File: src/design/rhi_pkg.sv
// constants shared by the peripheral and the clock module
package rhi_pkg;

  // ---------------------------------------------------------------
  // clock and timing
  // ---------------------------------------------------------------
  localparam int unsigned CLK_HZ = 50_000_000;
  localparam int unsigned RD_LAT_HZ = 12_000_000;
  localparam int unsigned RD_LAT_CYC = (CLK_HZ + RD_LAT_HZ - 1) / RD_LAT_HZ;
  localparam int unsigned OSC_HZ = 32768;
  localparam int unsigned OSC_DIV = 256;
  localparam int unsigned PHASE_DIV = 128;
  localparam int unsigned EXEC_TICKS = OSC_HZ / OSC_DIV;
  localparam int unsigned SCK_HALF = 4;

  // ---------------------------------------------------------------
  // widths
  // ---------------------------------------------------------------
  localparam int unsigned WORD_W = 32;
  localparam int unsigned HALF_W = 16;
  localparam int unsigned PHASE_W = 7;
  localparam int unsigned DIV_W = 8;
  localparam int unsigned ADR_W = 18;
  localparam int unsigned IDX_W = 16;
  localparam int unsigned OP_MSB = 31;
  localparam int unsigned OP_LSB = 24;

  // ---------------------------------------------------------------
  // register indices, byte address is four times the index
  // ---------------------------------------------------------------
  localparam logic [15:0] IDX_DATA_LOW = 16'hfea0;
  localparam logic [15:0] IDX_DATA_HIGH = 16'hfea1;
  localparam logic [15:0] IDX_CTRL = 16'hfea2;
  localparam logic [15:0] DATA_RST = 16'h0000;
  localparam logic [4:0] CTRL_RST = 5'h00;

  // ---------------------------------------------------------------
  // control/status fields
  // ---------------------------------------------------------------
  localparam int unsigned CF_IBUSY = 0;
  localparam int unsigned CF_DBUSY = 1;
  localparam int unsigned CF_RDBUSY = 2;
  localparam int unsigned CF_EXEC = 3;
  localparam int unsigned CF_GSCK = 4;
  localparam int unsigned CF_W = 5;

  // ---------------------------------------------------------------
  // instruction codes
  // ---------------------------------------------------------------
  localparam logic [7:0] OP_RESET = 8'heb;
  localparam logic [7:0] OP_LOAD_TIME = 8'h59;
  localparam logic [7:0] OP_READ_TIME = 8'h56;
  localparam logic [7:0] OP_READ_SUBSEC = 8'hc7;
  localparam logic [7:0] OP_ALARM = 8'hac;

  typedef enum logic [1:0] {KIND_INSTR, KIND_DATA, KIND_READ} rhi_kind_e;

endpackage : rhi_pkg

File: src/design/rhi_link_if.sv
// serial link between the bus peripheral and the clock module
`timescale 1ns/1ps
`default_nettype none
interface rhi_link_if;
  logic sck;
  logic cs;
  logic mosi;
  rhi_pkg::rhi_kind_e kind;
  logic exec;
  logic miso;
  logic ready;

  modport periph (output sck, output cs, output mosi, output kind, output exec, input miso, input ready);
  modport clkmod (input sck, input cs, input mosi, input kind, input exec, output miso, output ready);
endinterface : rhi_link_if
`default_nettype wire

File: src/design/rhi_clock_module.sv
// separately powered seconds counter module with prescaler and alarm
`timescale 1ns/1ps
`default_nettype none
module rhi_clock_module #(
  parameter int unsigned OSC_DIV = rhi_pkg::OSC_DIV,
  parameter int unsigned PHASE_DIV = rhi_pkg::PHASE_DIV
) (
  // clock and reset
  input wire logic i_clk_sys,
  input wire logic i_resetn,
  // link
  rhi_link_if.clkmod lnk,
  // user side
  input wire logic i_osc_32k,
  output logic o_alarm,
  output logic [31:0] o_seconds
);

  // ---------------------------------------------------------------
  // checks
  // ---------------------------------------------------------------
  if (OSC_DIV < 2 || OSC_DIV > 256 || PHASE_DIV < 2 || PHASE_DIV > 128) begin : g_bad
    $error("rhi_clock_module: divider out of range");
  end

  typedef enum {M_IDLE, M_SAMPLE, M_XFER, M_TAKE} rhi_mst_e;

  rhi_mst_e st_reg;
  logic osc_meta_reg, osc_sync_reg, osc_prev_reg;
  logic [7:0] div_reg;
  logic [6:0] phase_reg;
  logic [31:0] sec_reg;
  logic [31:0] sh_reg;
  logic [31:0] buf_reg;
  logic [7:0] instr_reg;
  logic [7:0] exec_cnt_reg;
  logic exec_done_reg;
  logic pend_rst_reg, pend_alarm_reg;
  logic [31:0] alarm_reg;
  logic alarm_en_reg;
  logic [3:0] lat_reg;
  logic sck_q_reg, rx_reg;
  logic [31:0] rd_word;
  logic osc_edge, tick128, sec_tick, sck_rise, sck_fall, exec_fire, long_op;

  // ---------------------------------------------------------------
  // oscillator and prescaler
  // ---------------------------------------------------------------
  always_ff @(posedge i_clk_sys or negedge i_resetn) begin
    if (!i_resetn) begin
      osc_meta_reg <= 1'b0;
      osc_sync_reg <= 1'b0;
      osc_prev_reg <= 1'b0;
    end else begin
      osc_meta_reg <= i_osc_32k;
      osc_sync_reg <= osc_meta_reg;
      osc_prev_reg <= osc_sync_reg;
    end
  end

  assign osc_edge = osc_sync_reg & ~osc_prev_reg;
  assign tick128 = osc_edge && (div_reg == 8'(OSC_DIV - 1));
  assign sec_tick = tick128 && (phase_reg == 7'(PHASE_DIV - 1));

  always_ff @(posedge i_clk_sys or negedge i_resetn) begin
    if (!i_resetn) begin
      div_reg <= 8'h00;
      phase_reg <= 7'h00;
    end else if (exec_fire && instr_reg == rhi_pkg::OP_LOAD_TIME) begin
      div_reg <= 8'h00;
      phase_reg <= 7'h00;
    end else if (osc_edge) begin
      div_reg <= tick128 ? 8'h00 : div_reg + 8'h01;
      if (tick128) begin
        phase_reg <= sec_tick ? 7'h00 : phase_reg + 7'h01;
      end
    end
  end

  // ---------------------------------------------------------------
  // seconds counter
  // ---------------------------------------------------------------
  always_ff @(posedge i_clk_sys or negedge i_resetn) begin
    if (!i_resetn) begin
      sec_reg <= 32'h0000_0000;
    end else if (exec_fire && instr_reg == rhi_pkg::OP_LOAD_TIME) begin
      sec_reg <= buf_reg;
    end else if (sec_tick) begin
      sec_reg <= sec_reg + 32'h0000_0001;
    end
  end

  assign o_seconds = sec_reg;

  // ---------------------------------------------------------------
  // execute timing: exec must stand 128 prescaler ticks, a full second at the default dividers
  // ---------------------------------------------------------------
  assign long_op = (instr_reg == rhi_pkg::OP_RESET) || (instr_reg == rhi_pkg::OP_LOAD_TIME);
  assign exec_fire = lnk.exec && long_op && !exec_done_reg && tick128
                     && (exec_cnt_reg == 8'(rhi_pkg::EXEC_TICKS - 1));

  always_ff @(posedge i_clk_sys or negedge i_resetn) begin
    if (!i_resetn) begin
      exec_cnt_reg <= 8'h00;
      exec_done_reg <= 1'b0;
    end else if (!lnk.exec || !long_op) begin
      exec_cnt_reg <= 8'h00;
      exec_done_reg <= 1'b0;
    end else if (exec_fire) begin
      exec_done_reg <= 1'b1; // runs once per exec assertion
    end else if (tick128 && !exec_done_reg) begin
      exec_cnt_reg <= exec_cnt_reg + 8'h01;
    end
  end

  // ---------------------------------------------------------------
  // alarm and reset instructions, applied at the next 1/128 s tick
  // ---------------------------------------------------------------
  always_ff @(posedge i_clk_sys or negedge i_resetn) begin
    if (!i_resetn) begin
      pend_rst_reg <= 1'b0;
      pend_alarm_reg <= 1'b0;
      alarm_reg <= 32'h0000_0000;
      alarm_en_reg <= 1'b0;
    end else begin
      if (exec_fire && instr_reg == rhi_pkg::OP_RESET) begin
        pend_rst_reg <= 1'b1;
      end else if (tick128) begin
        pend_rst_reg <= 1'b0;
      end
      if (st_reg == M_TAKE && lnk.kind == rhi_pkg::KIND_INSTR && sh_reg[31:24] == rhi_pkg::OP_ALARM) begin
        pend_alarm_reg <= 1'b1;
      end else if (tick128) begin
        pend_alarm_reg <= 1'b0;
      end
      if (tick128 && pend_rst_reg) begin
        alarm_en_reg <= 1'b0;
        alarm_reg <= 32'h0000_0000;
      end else if (tick128 && pend_alarm_reg) begin
        alarm_reg <= buf_reg;
        alarm_en_reg <= 1'b1;
      end
    end
  end

  always_ff @(posedge i_clk_sys or negedge i_resetn) begin
    if (!i_resetn) begin
      o_alarm <= 1'b0;
    end else begin
      o_alarm <= alarm_en_reg && (sec_reg == alarm_reg);
    end
  end

  // ---------------------------------------------------------------
  // serial link
  // ---------------------------------------------------------------
  assign sck_rise = lnk.sck & ~sck_q_reg;
  assign sck_fall = ~lnk.sck & sck_q_reg;
  assign lnk.miso = sh_reg[31];
  assign lnk.ready = lnk.cs ? (st_reg == M_XFER) : (st_reg == M_IDLE);
  assign rd_word = (instr_reg == rhi_pkg::OP_READ_SUBSEC) ? {25'h0, phase_reg} : sec_reg;

  always_ff @(posedge i_clk_sys or negedge i_resetn) begin
    if (!i_resetn) begin
      st_reg <= M_IDLE;
      sh_reg <= 32'h0000_0000;
      lat_reg <= 4'h0;
      sck_q_reg <= 1'b0;
      rx_reg <= 1'b0;
    end else begin
      sck_q_reg <= lnk.sck;
      unique case (st_reg)
        M_IDLE: begin
          lat_reg <= 4'h0;
          if (lnk.cs) begin
            st_reg <= (lnk.kind == rhi_pkg::KIND_READ) ? M_SAMPLE : M_XFER;
          end
        end
        M_SAMPLE: begin
          lat_reg <= lat_reg + 4'h1;
          if (lat_reg == 4'(rhi_pkg::RD_LAT_CYC - 1)) begin
            sh_reg <= rd_word;
            st_reg <= M_XFER;
          end
        end
        M_XFER: begin
          if (sck_rise) begin
            rx_reg <= lnk.mosi;
          end
          if (sck_fall) begin
            sh_reg <= {sh_reg[30:0], rx_reg};
          end
          if (!lnk.cs) begin
            st_reg <= M_TAKE;
          end
        end
        M_TAKE: st_reg <= M_IDLE;
      endcase
    end
  end

  always_ff @(posedge i_clk_sys or negedge i_resetn) begin
    if (!i_resetn) begin
      instr_reg <= 8'h00;
      buf_reg <= 32'h0000_0000;
    end else if (st_reg == M_SAMPLE && lat_reg == 4'(rhi_pkg::RD_LAT_CYC - 1)) begin
      buf_reg <= rd_word; // sample lands in the buffer in the same cycle as the shift register
    end else if (st_reg == M_TAKE) begin
      if (lnk.kind == rhi_pkg::KIND_INSTR) begin
        instr_reg <= sh_reg[31:24];
      end else if (lnk.kind == rhi_pkg::KIND_DATA) begin
        buf_reg <= sh_reg;
      end
    end
  end

endmodule : rhi_clock_module
`default_nettype wire

File: src/flat_wrapper.sv
// flat-port wrapper written by rule: the top's interface ports become plain ports
module rhi_clock_module_flat 
#(
  parameter int unsigned OSC_DIV = rhi_pkg::OSC_DIV,
  parameter int unsigned PHASE_DIV = rhi_pkg::PHASE_DIV
)
  (i_clk_sys, i_resetn, i_osc_32k, o_alarm, o_seconds, lnk_sck, lnk_cs, lnk_mosi, lnk_kind, lnk_exec, lnk_miso, lnk_ready);
  rhi_link_if lnk_i ();
  input wire logic i_clk_sys;
  input wire logic i_resetn;
  input wire logic i_osc_32k;
  output logic o_alarm;
  output logic [31:0] o_seconds;
  input wire logic [$bits(lnk_i.sck)-1:0] lnk_sck;
  input wire logic [$bits(lnk_i.cs)-1:0] lnk_cs;
  input wire logic [$bits(lnk_i.mosi)-1:0] lnk_mosi;
  input wire logic [$bits(lnk_i.kind)-1:0] lnk_kind;
  input wire logic [$bits(lnk_i.exec)-1:0] lnk_exec;
  output wire logic [$bits(lnk_i.miso)-1:0] lnk_miso;
  output wire logic [$bits(lnk_i.ready)-1:0] lnk_ready;
  assign lnk_i.sck = lnk_sck;
  assign lnk_i.cs = lnk_cs;
  assign lnk_i.mosi = lnk_mosi;
  assign lnk_i.kind = lnk_kind;
  assign lnk_i.exec = lnk_exec;
  assign lnk_miso = lnk_i.miso;
  assign lnk_ready = lnk_i.ready;
  rhi_clock_module #(.OSC_DIV(OSC_DIV), .PHASE_DIV(PHASE_DIV)) u_core (.i_clk_sys(i_clk_sys), .i_resetn(i_resetn), .lnk(lnk_i), .i_osc_32k(i_osc_32k), .o_alarm(o_alarm), .o_seconds(o_seconds));
endmodule
File: config.mk
export PLATFORM = sky130hd
export DESIGN_NAME = rhi_clock_module_flat
export DESIGN_NICKNAME = d
export VERILOG_FILES = /design/src/design/rhi_pkg.sv /design/src/design/rhi_link_if.sv /design/src/design/rhi_clock_module.sv /design/src/flat_wrapper.sv
export SDC_FILE = /design/constraint.sdc
export NUM_CORES = 1
export LEC_CHECK = 0
export BUFFER_PORTS_ARGS = -buffer_cell sky130_fd_sc_hd__buf_2
export CORE_AREA = 2 2 127 129
export DETAILED_ROUTE_END_ITERATION = 10
export DIE_AREA = 0 0 129 131
export PLACE_DENSITY = 0.88
export SKIP_CTS_REPAIR_TIMING = 1
export SLEW_MARGIN = 15
export SYNTH_ARGS = -nofsm -noshare
export SYNTH_HDL_FRONTEND = slang
export SYNTH_SLANG_ARGS = --single-unit
File: constraint.sdc
create_clock -name i_clk_sys -period 2.6 [get_ports i_clk_sys]
set_input_delay 0.52 -clock i_clk_sys [delete_from_list [all_inputs] [get_ports i_clk_sys]]
set_output_delay 0.52 -clock i_clk_sys [all_outputs]
set_load 0.05 [all_outputs]
# After elaboration in Yosys (flattened, before gate mapping)
# Cells that the tools add are included.
# totals
register_bits	205
input_bits	9
wordCells	133
# op_classes
n_addsub	5
n_eq_ne	23
n_mux	36
bitwise_logic	7
reduce_logical	42
# ops
op	n
2-to-1 mux 32 bit	14
one-hot mux 32 bit (4 select lines)	1
equality test 32 x 2 -> 1 bit, second input constant	3
equality test 32 x 3 -> 1 bit, second input constant	2
logical NOT 32 bit	2
one-hot mux 32 bit (2 select lines)	1
2-to-1 mux 8 bit	6
adder 32 x 1 -> 32 bit, second input constant	1
equality test 32 x 1 -> 1 bit, second input constant	1
equality test 32 bit	1
equality test 8 bit, second input constant	4
2-to-1 mux 7 bit	4
nonzero test 2 bit	12
adder 8 x 1 -> 8 bit, second input constant	2
equality test 8 x 7 -> 1 bit, second input constant	2
logical AND 1 bit	15
AND reduction 3 bit	4
2-to-1 mux 1 bit	8
one-hot mux 4 bit (2 select lines)	1
adder 7 x 1 -> 7 bit, second input constant	1
equality test 7 bit, second input constant	1
inequality test 2 x 1 -> 1 bit, second input constant	3
inequality test 2 bit, second input constant	3
AND reduction 2 bit	3
10 further kinds	18

# Longest topological paths before layout
# logic_depth
ltp_word	9
ltp_mapped	10
ltp_nobuf	7

# Worst setup path after synthesis
# No wires, ideal clock.
# synth_path
path_kind	register to register
startpoint	register u_core.sec_reg[5], in the netlist u_core.o_seconds[5]
endpoint	register u_core.sec_reg[31], in the netlist u_core.o_seconds[31]
setup_time_ns	0.082
t_arrival_ns	2.299
path_slack_ns	0.219
path_stages_with_launch	6
cell_sequence	dfrtp_1 and4_4 nand4_4 or4_4 or4_1 a31oi_1
# synth_via
elab_chain_len	3
# synth_lines
element	line	rtl
start: declaration	rhi_clock_module.sv:32	logic [31:0] sec_reg;
start signal: assignment	rhi_clock_module.sv:87	sec_reg <= buf_reg;
start signal: assignment	rhi_clock_module.sv:89	sec_reg <= sec_reg + 32'h0000_0001;
adder 32 x 1 -> 32 bit	rhi_clock_module.sv:89	
2-to-1 mux 32 bit	rhi_clock_module.sv:88	end else if (sec_tick) begin
2-to-1 mux 32 bit	rhi_clock_module.sv:86	end else if (exec_fire && instr_reg == rhi_pkg::OP_LOAD_TIME) begin
# Every way passes these cells. The select of a mux whose other input is x is not followed.
# A chain may end at the register's enable or synchronous reset.

# Worst setup path in the final report
# layout_path
startpoint	register u_core.div_reg[0]
endpoint	register u_core.sec_reg[28], in the netlist u_core.o_seconds[28]
# layout_via
elab_chain_len	6
elab_cells_between_ends	8
classes_between	1 x eq/ne; 1 x mux; 6 x reduce/logical
# layout_lines
element	line	rtl
start: declaration	rhi_clock_module.sv:30	logic [7:0] div_reg;
start signal: assignment	rhi_clock_module.sv:73	div_reg <= tick128 ? 8'h00 : div_reg + 8'h01;
equality test 8 bit *	rhi_clock_module.sv:62	assign tick128 = osc_edge && (div_reg == 8'(OSC_DIV - 1));
logical AND 1 bit *	rhi_clock_module.sv:62	
logical AND 1 bit	rhi_clock_module.sv:99	assign exec_fire = lnk.exec && long_op && !exec_done_reg && tick128
logical AND 1 bit	rhi_clock_module.sv:100	&& (exec_cnt_reg == 8'(rhi_pkg::EXEC_TICKS - 1));
logical AND 1 bit	rhi_clock_module.sv:86	
2-to-1 mux 32 bit or nonzero test 2 bit (tied branches)	--	
# Mark *: on every way between the ends. The rest lies on a longest branch, timed or not.

==> flow_summary.json <==
{
  "path_cells": "ha_1, nand2_1, nor4_2, nand3_2, or4_1, a31oi_1",
  "io_buffers": 43,
  "fin_setup_tns_ns": 0,
  "grt_pass1_wl_um": 38200,
  "fp.dieH_um": 131,
  "synth_xor_area_share_pct": 6.46,
  "hold_viol_final": 0,
  "nFillCells": 1196,
  "ys.warnings.count": 0,
  "rows": 46,
  "setup_viol": 0,
  "place_area_um2": 9630,
  "start_kind": "flip-flop",
  "gp_congestion": 0.967,
  "synth_compound_area_share_pct": 12.1,
  "synth_fp_nets": 987,
  "finalCriticalPeriod_ns": 2.51,
  "fin_area_um2": 10300,
  "start_util_pct": 58.2,
  "cts_sinks": 175,
  "die_area_um2": 16900,
  "grt_pass1_vias": 7336,
  "placeableCoreArea_um2": 15600,
  "grt_max_degree": 65,
  "synth_seq_cells": 175,
  "worstPathRequired_ns": 2.94,
  "crit_type": "flip-flop to flip-flop",
  "finalCritPeriodShare_pct": 96.4,
  "cts_made_buffers": 17,
  "place_hpwl_um": 14900,
  "rsz0062_at_grt": "no",
  "initialDrtViolationCount": 863,
  "drc": 0,
  "die_w_um": 129,
  "slew_headroom_pct": 41.3,
  "netlist_area_um2": 9080,
  "post-route-util_pct": 65.7,
  "path_delay_family": "simple AND/OR/NAND/NOR gates",
  "dr_total_vias": 7624,
  "grt_antenna_before_repair": 0,
  "drive_gt1_share_pct": 14.2,
  "arrival_ns": 2.84,
  "yosys.area_share.simple_pct": 22.0,
  "power.leakage_nw": 4.31,
  "dr.pass1.iters": 7,
  "synth-edff-count": 0,
  "powerDensity_nw_per_um2": 828,
  "grt_usage_pct": 29.1,
  "setup_ws_ns": 0.0942,
  "nNetsFinal": 1011,
  "crit_path_max_incr_delay_ns": 0.55,
  "pin_count": 44,
  "synth_cell_type_count": 54,
  "min_path_type": "input pin to async pin",
  "finalClockSkew_ns": 0.0146,
  "cts_buffer_depth": 2,
  "synthAdderAreaFrac_pct": 1.38,
  "synth_top_family_by_area": "simple AND/OR/NAND/NOR gates",
  "critPathMaxFanout": 13,
  "vias_per_cell": 6.24,
  "ir_drop_mv": 1.39,
  "post_drt_wl_per_cell_um": 19.1,
  "status": "finished clean",
  "tightestPinTransition_ns": 0.877,
  "fmax_mhz": 399,
  "syn_to_final_growth_pct": 12.9,
  "cpMaxStageDelayCell": "or4_1",
  "clk_pin_slew_ns": 0.06,
  "worstSkewPairLatency_ns": 0.44,
  "synth_mux_area_share_pct": 6.54,
  "power_mw": 8.49,
  "grt.overflow.total": 0,
  "critPathBufInv": 0,
  "clockRootBuffer": "clkbuf_16",
  "avgSynthCellArea_um2": 9.38,
  "drv_slew": 0,
  "ys_seq_area_share_pct": 48.2,
  "cts_tree": "yes",
  "h-tree-depth": 4,
  "synthFlopType": "dfrtp_1",
  "dpl.cell_count": 1189,
  "synth_async_sr_flop_share_pct": 100,
  "endpoint_kind": "flip-flop",
  "postSynthCellCount": 968,
  "maxCapViolations": 0,
  "pre_cts_ws_ns": 0.119,
  "wl_um": 23300,
  "fin_cells": 1221,
  "drtAntennaViolNets": 0,
  "hold-worst-slack_ns": 0.0887,
  "num_antenna_cells": 0
}
==> worst reg2reg max path: cells and delay by family (launching register included) <==
| kind | cells | cell delay (ns) |
|---|---|---|
| DFF | 1 | 0.43 |
| AOI/OAI and AO/OA | 1 | 0.21 |
| and+or+nand+nor | 4 | 1.53 |
| adders and majority gates | 1 | 0.26 |
==> Yosys cell counts (all sizes together) (26+ instances only) <==
library cell,number,share of area (%)
a21oi,29,1.6
a31oi,32,2.2
and2,35,2.5
clkbuf,64,2.6
dfrtp,175,48
mux2i,38,4.2
nand2,114,4.7
nand2b,33,2.3
nand3,54,3.0
nand4,26,2.0
nor2,52,2.1
o21ai,123,6.8
xnor2,41,4.0
xor2,26,2.5
==> cells in the final DEF, fill, tap and decap left out, drive strengths merged, types with 4 or more instances in the layout <==
cell / count
a21oi: 29
a31oi: 32
and2: 35
and3: 9
and4: 6
buf: 75
bufinv: 4
clkbuf: 18
clkinv: 4
clkinvlp: 6
dfrtp: 175
ha: 10
inv: 8
mux2: 19
mux2i: 38
nand2: 114
nand2b: 33
nand3: 54
nand3b: 5
nand4: 26
nor2: 52
nor3: 5
nor4: 13
o21ai: 123
o31ai: 7
or4: 11
xnor2: 41
xor2: 26
==> metal layers <==
| metal | wire length, µm | vias up | global-route usage (%) |
|---|---|---|---|
| met2 | 11100 | 342 | 46.1 |
| met4 | 701 | 0 | 11.6 |
| met5 | 0 | - | 0 |
| met3 | 1640 | 67 | 6.31 |
| met1 | 9860 | 3761 | 39.4 |
| li1 | - | 3454 | - |
==> cell families after synthesis <==
kind of cell,Yosys count
flip-flops,175
AO/OA/AOI/OAI,202
AND/OR/NAND/NOR,379
multiplexers,57
buffers and inverters,78
adder cells (fa/ha/maj),10
XOR/XNOR,67
==> layout make-up <==
type / count / area [µm²] / share of cell area [%]
multi-input cells: 715 / 4440 / 43.3
repair buffers: 75 / 512 / 4.99
inverters: 8 / 30.0 / 0.293
clock buffers: 18 / 429 / 4.18
clock inverters: 14 / 193 / 1.88
well taps: 216 / 270 / 2.64
flip-flops and latches: 175 / 4380 / 42.7
==> final timing paths <==
path | end | from | depth (start not counted) | slack [ns]
setup / recovery | u_core.o_seconds[28] | u_core.div_reg[0] | 6 | 0.09
hold reg to reg | u_core.osc_sync_reg | u_core.osc_meta_reg | 0 | 0.35
max in group asynchronous | u_core.sh_reg[10] | i_resetn | 2 | 1.82
setup reg to reg | u_core.o_seconds[28] | u_core.div_reg[0] | 6 | 0.09
min in group i_clk_sys | u_core.osc_meta_reg | i_osc_32k | 1 | 0.19
hold / removal | u_core.instr_reg[7] | i_resetn | 1 | 0.09
==> power breakdown <==
group / switching, mW / internal (mW) / leakage, nW
sequential: 0.617 / 3.37 / 2.09
clock: 1.09 / 1.61 / 0.284
combinational: 1.09 / 0.724 / 1.93
total: 2.80 / 5.70 / 4.31
No activity file was read; power rests on OpenSTA's default activity.
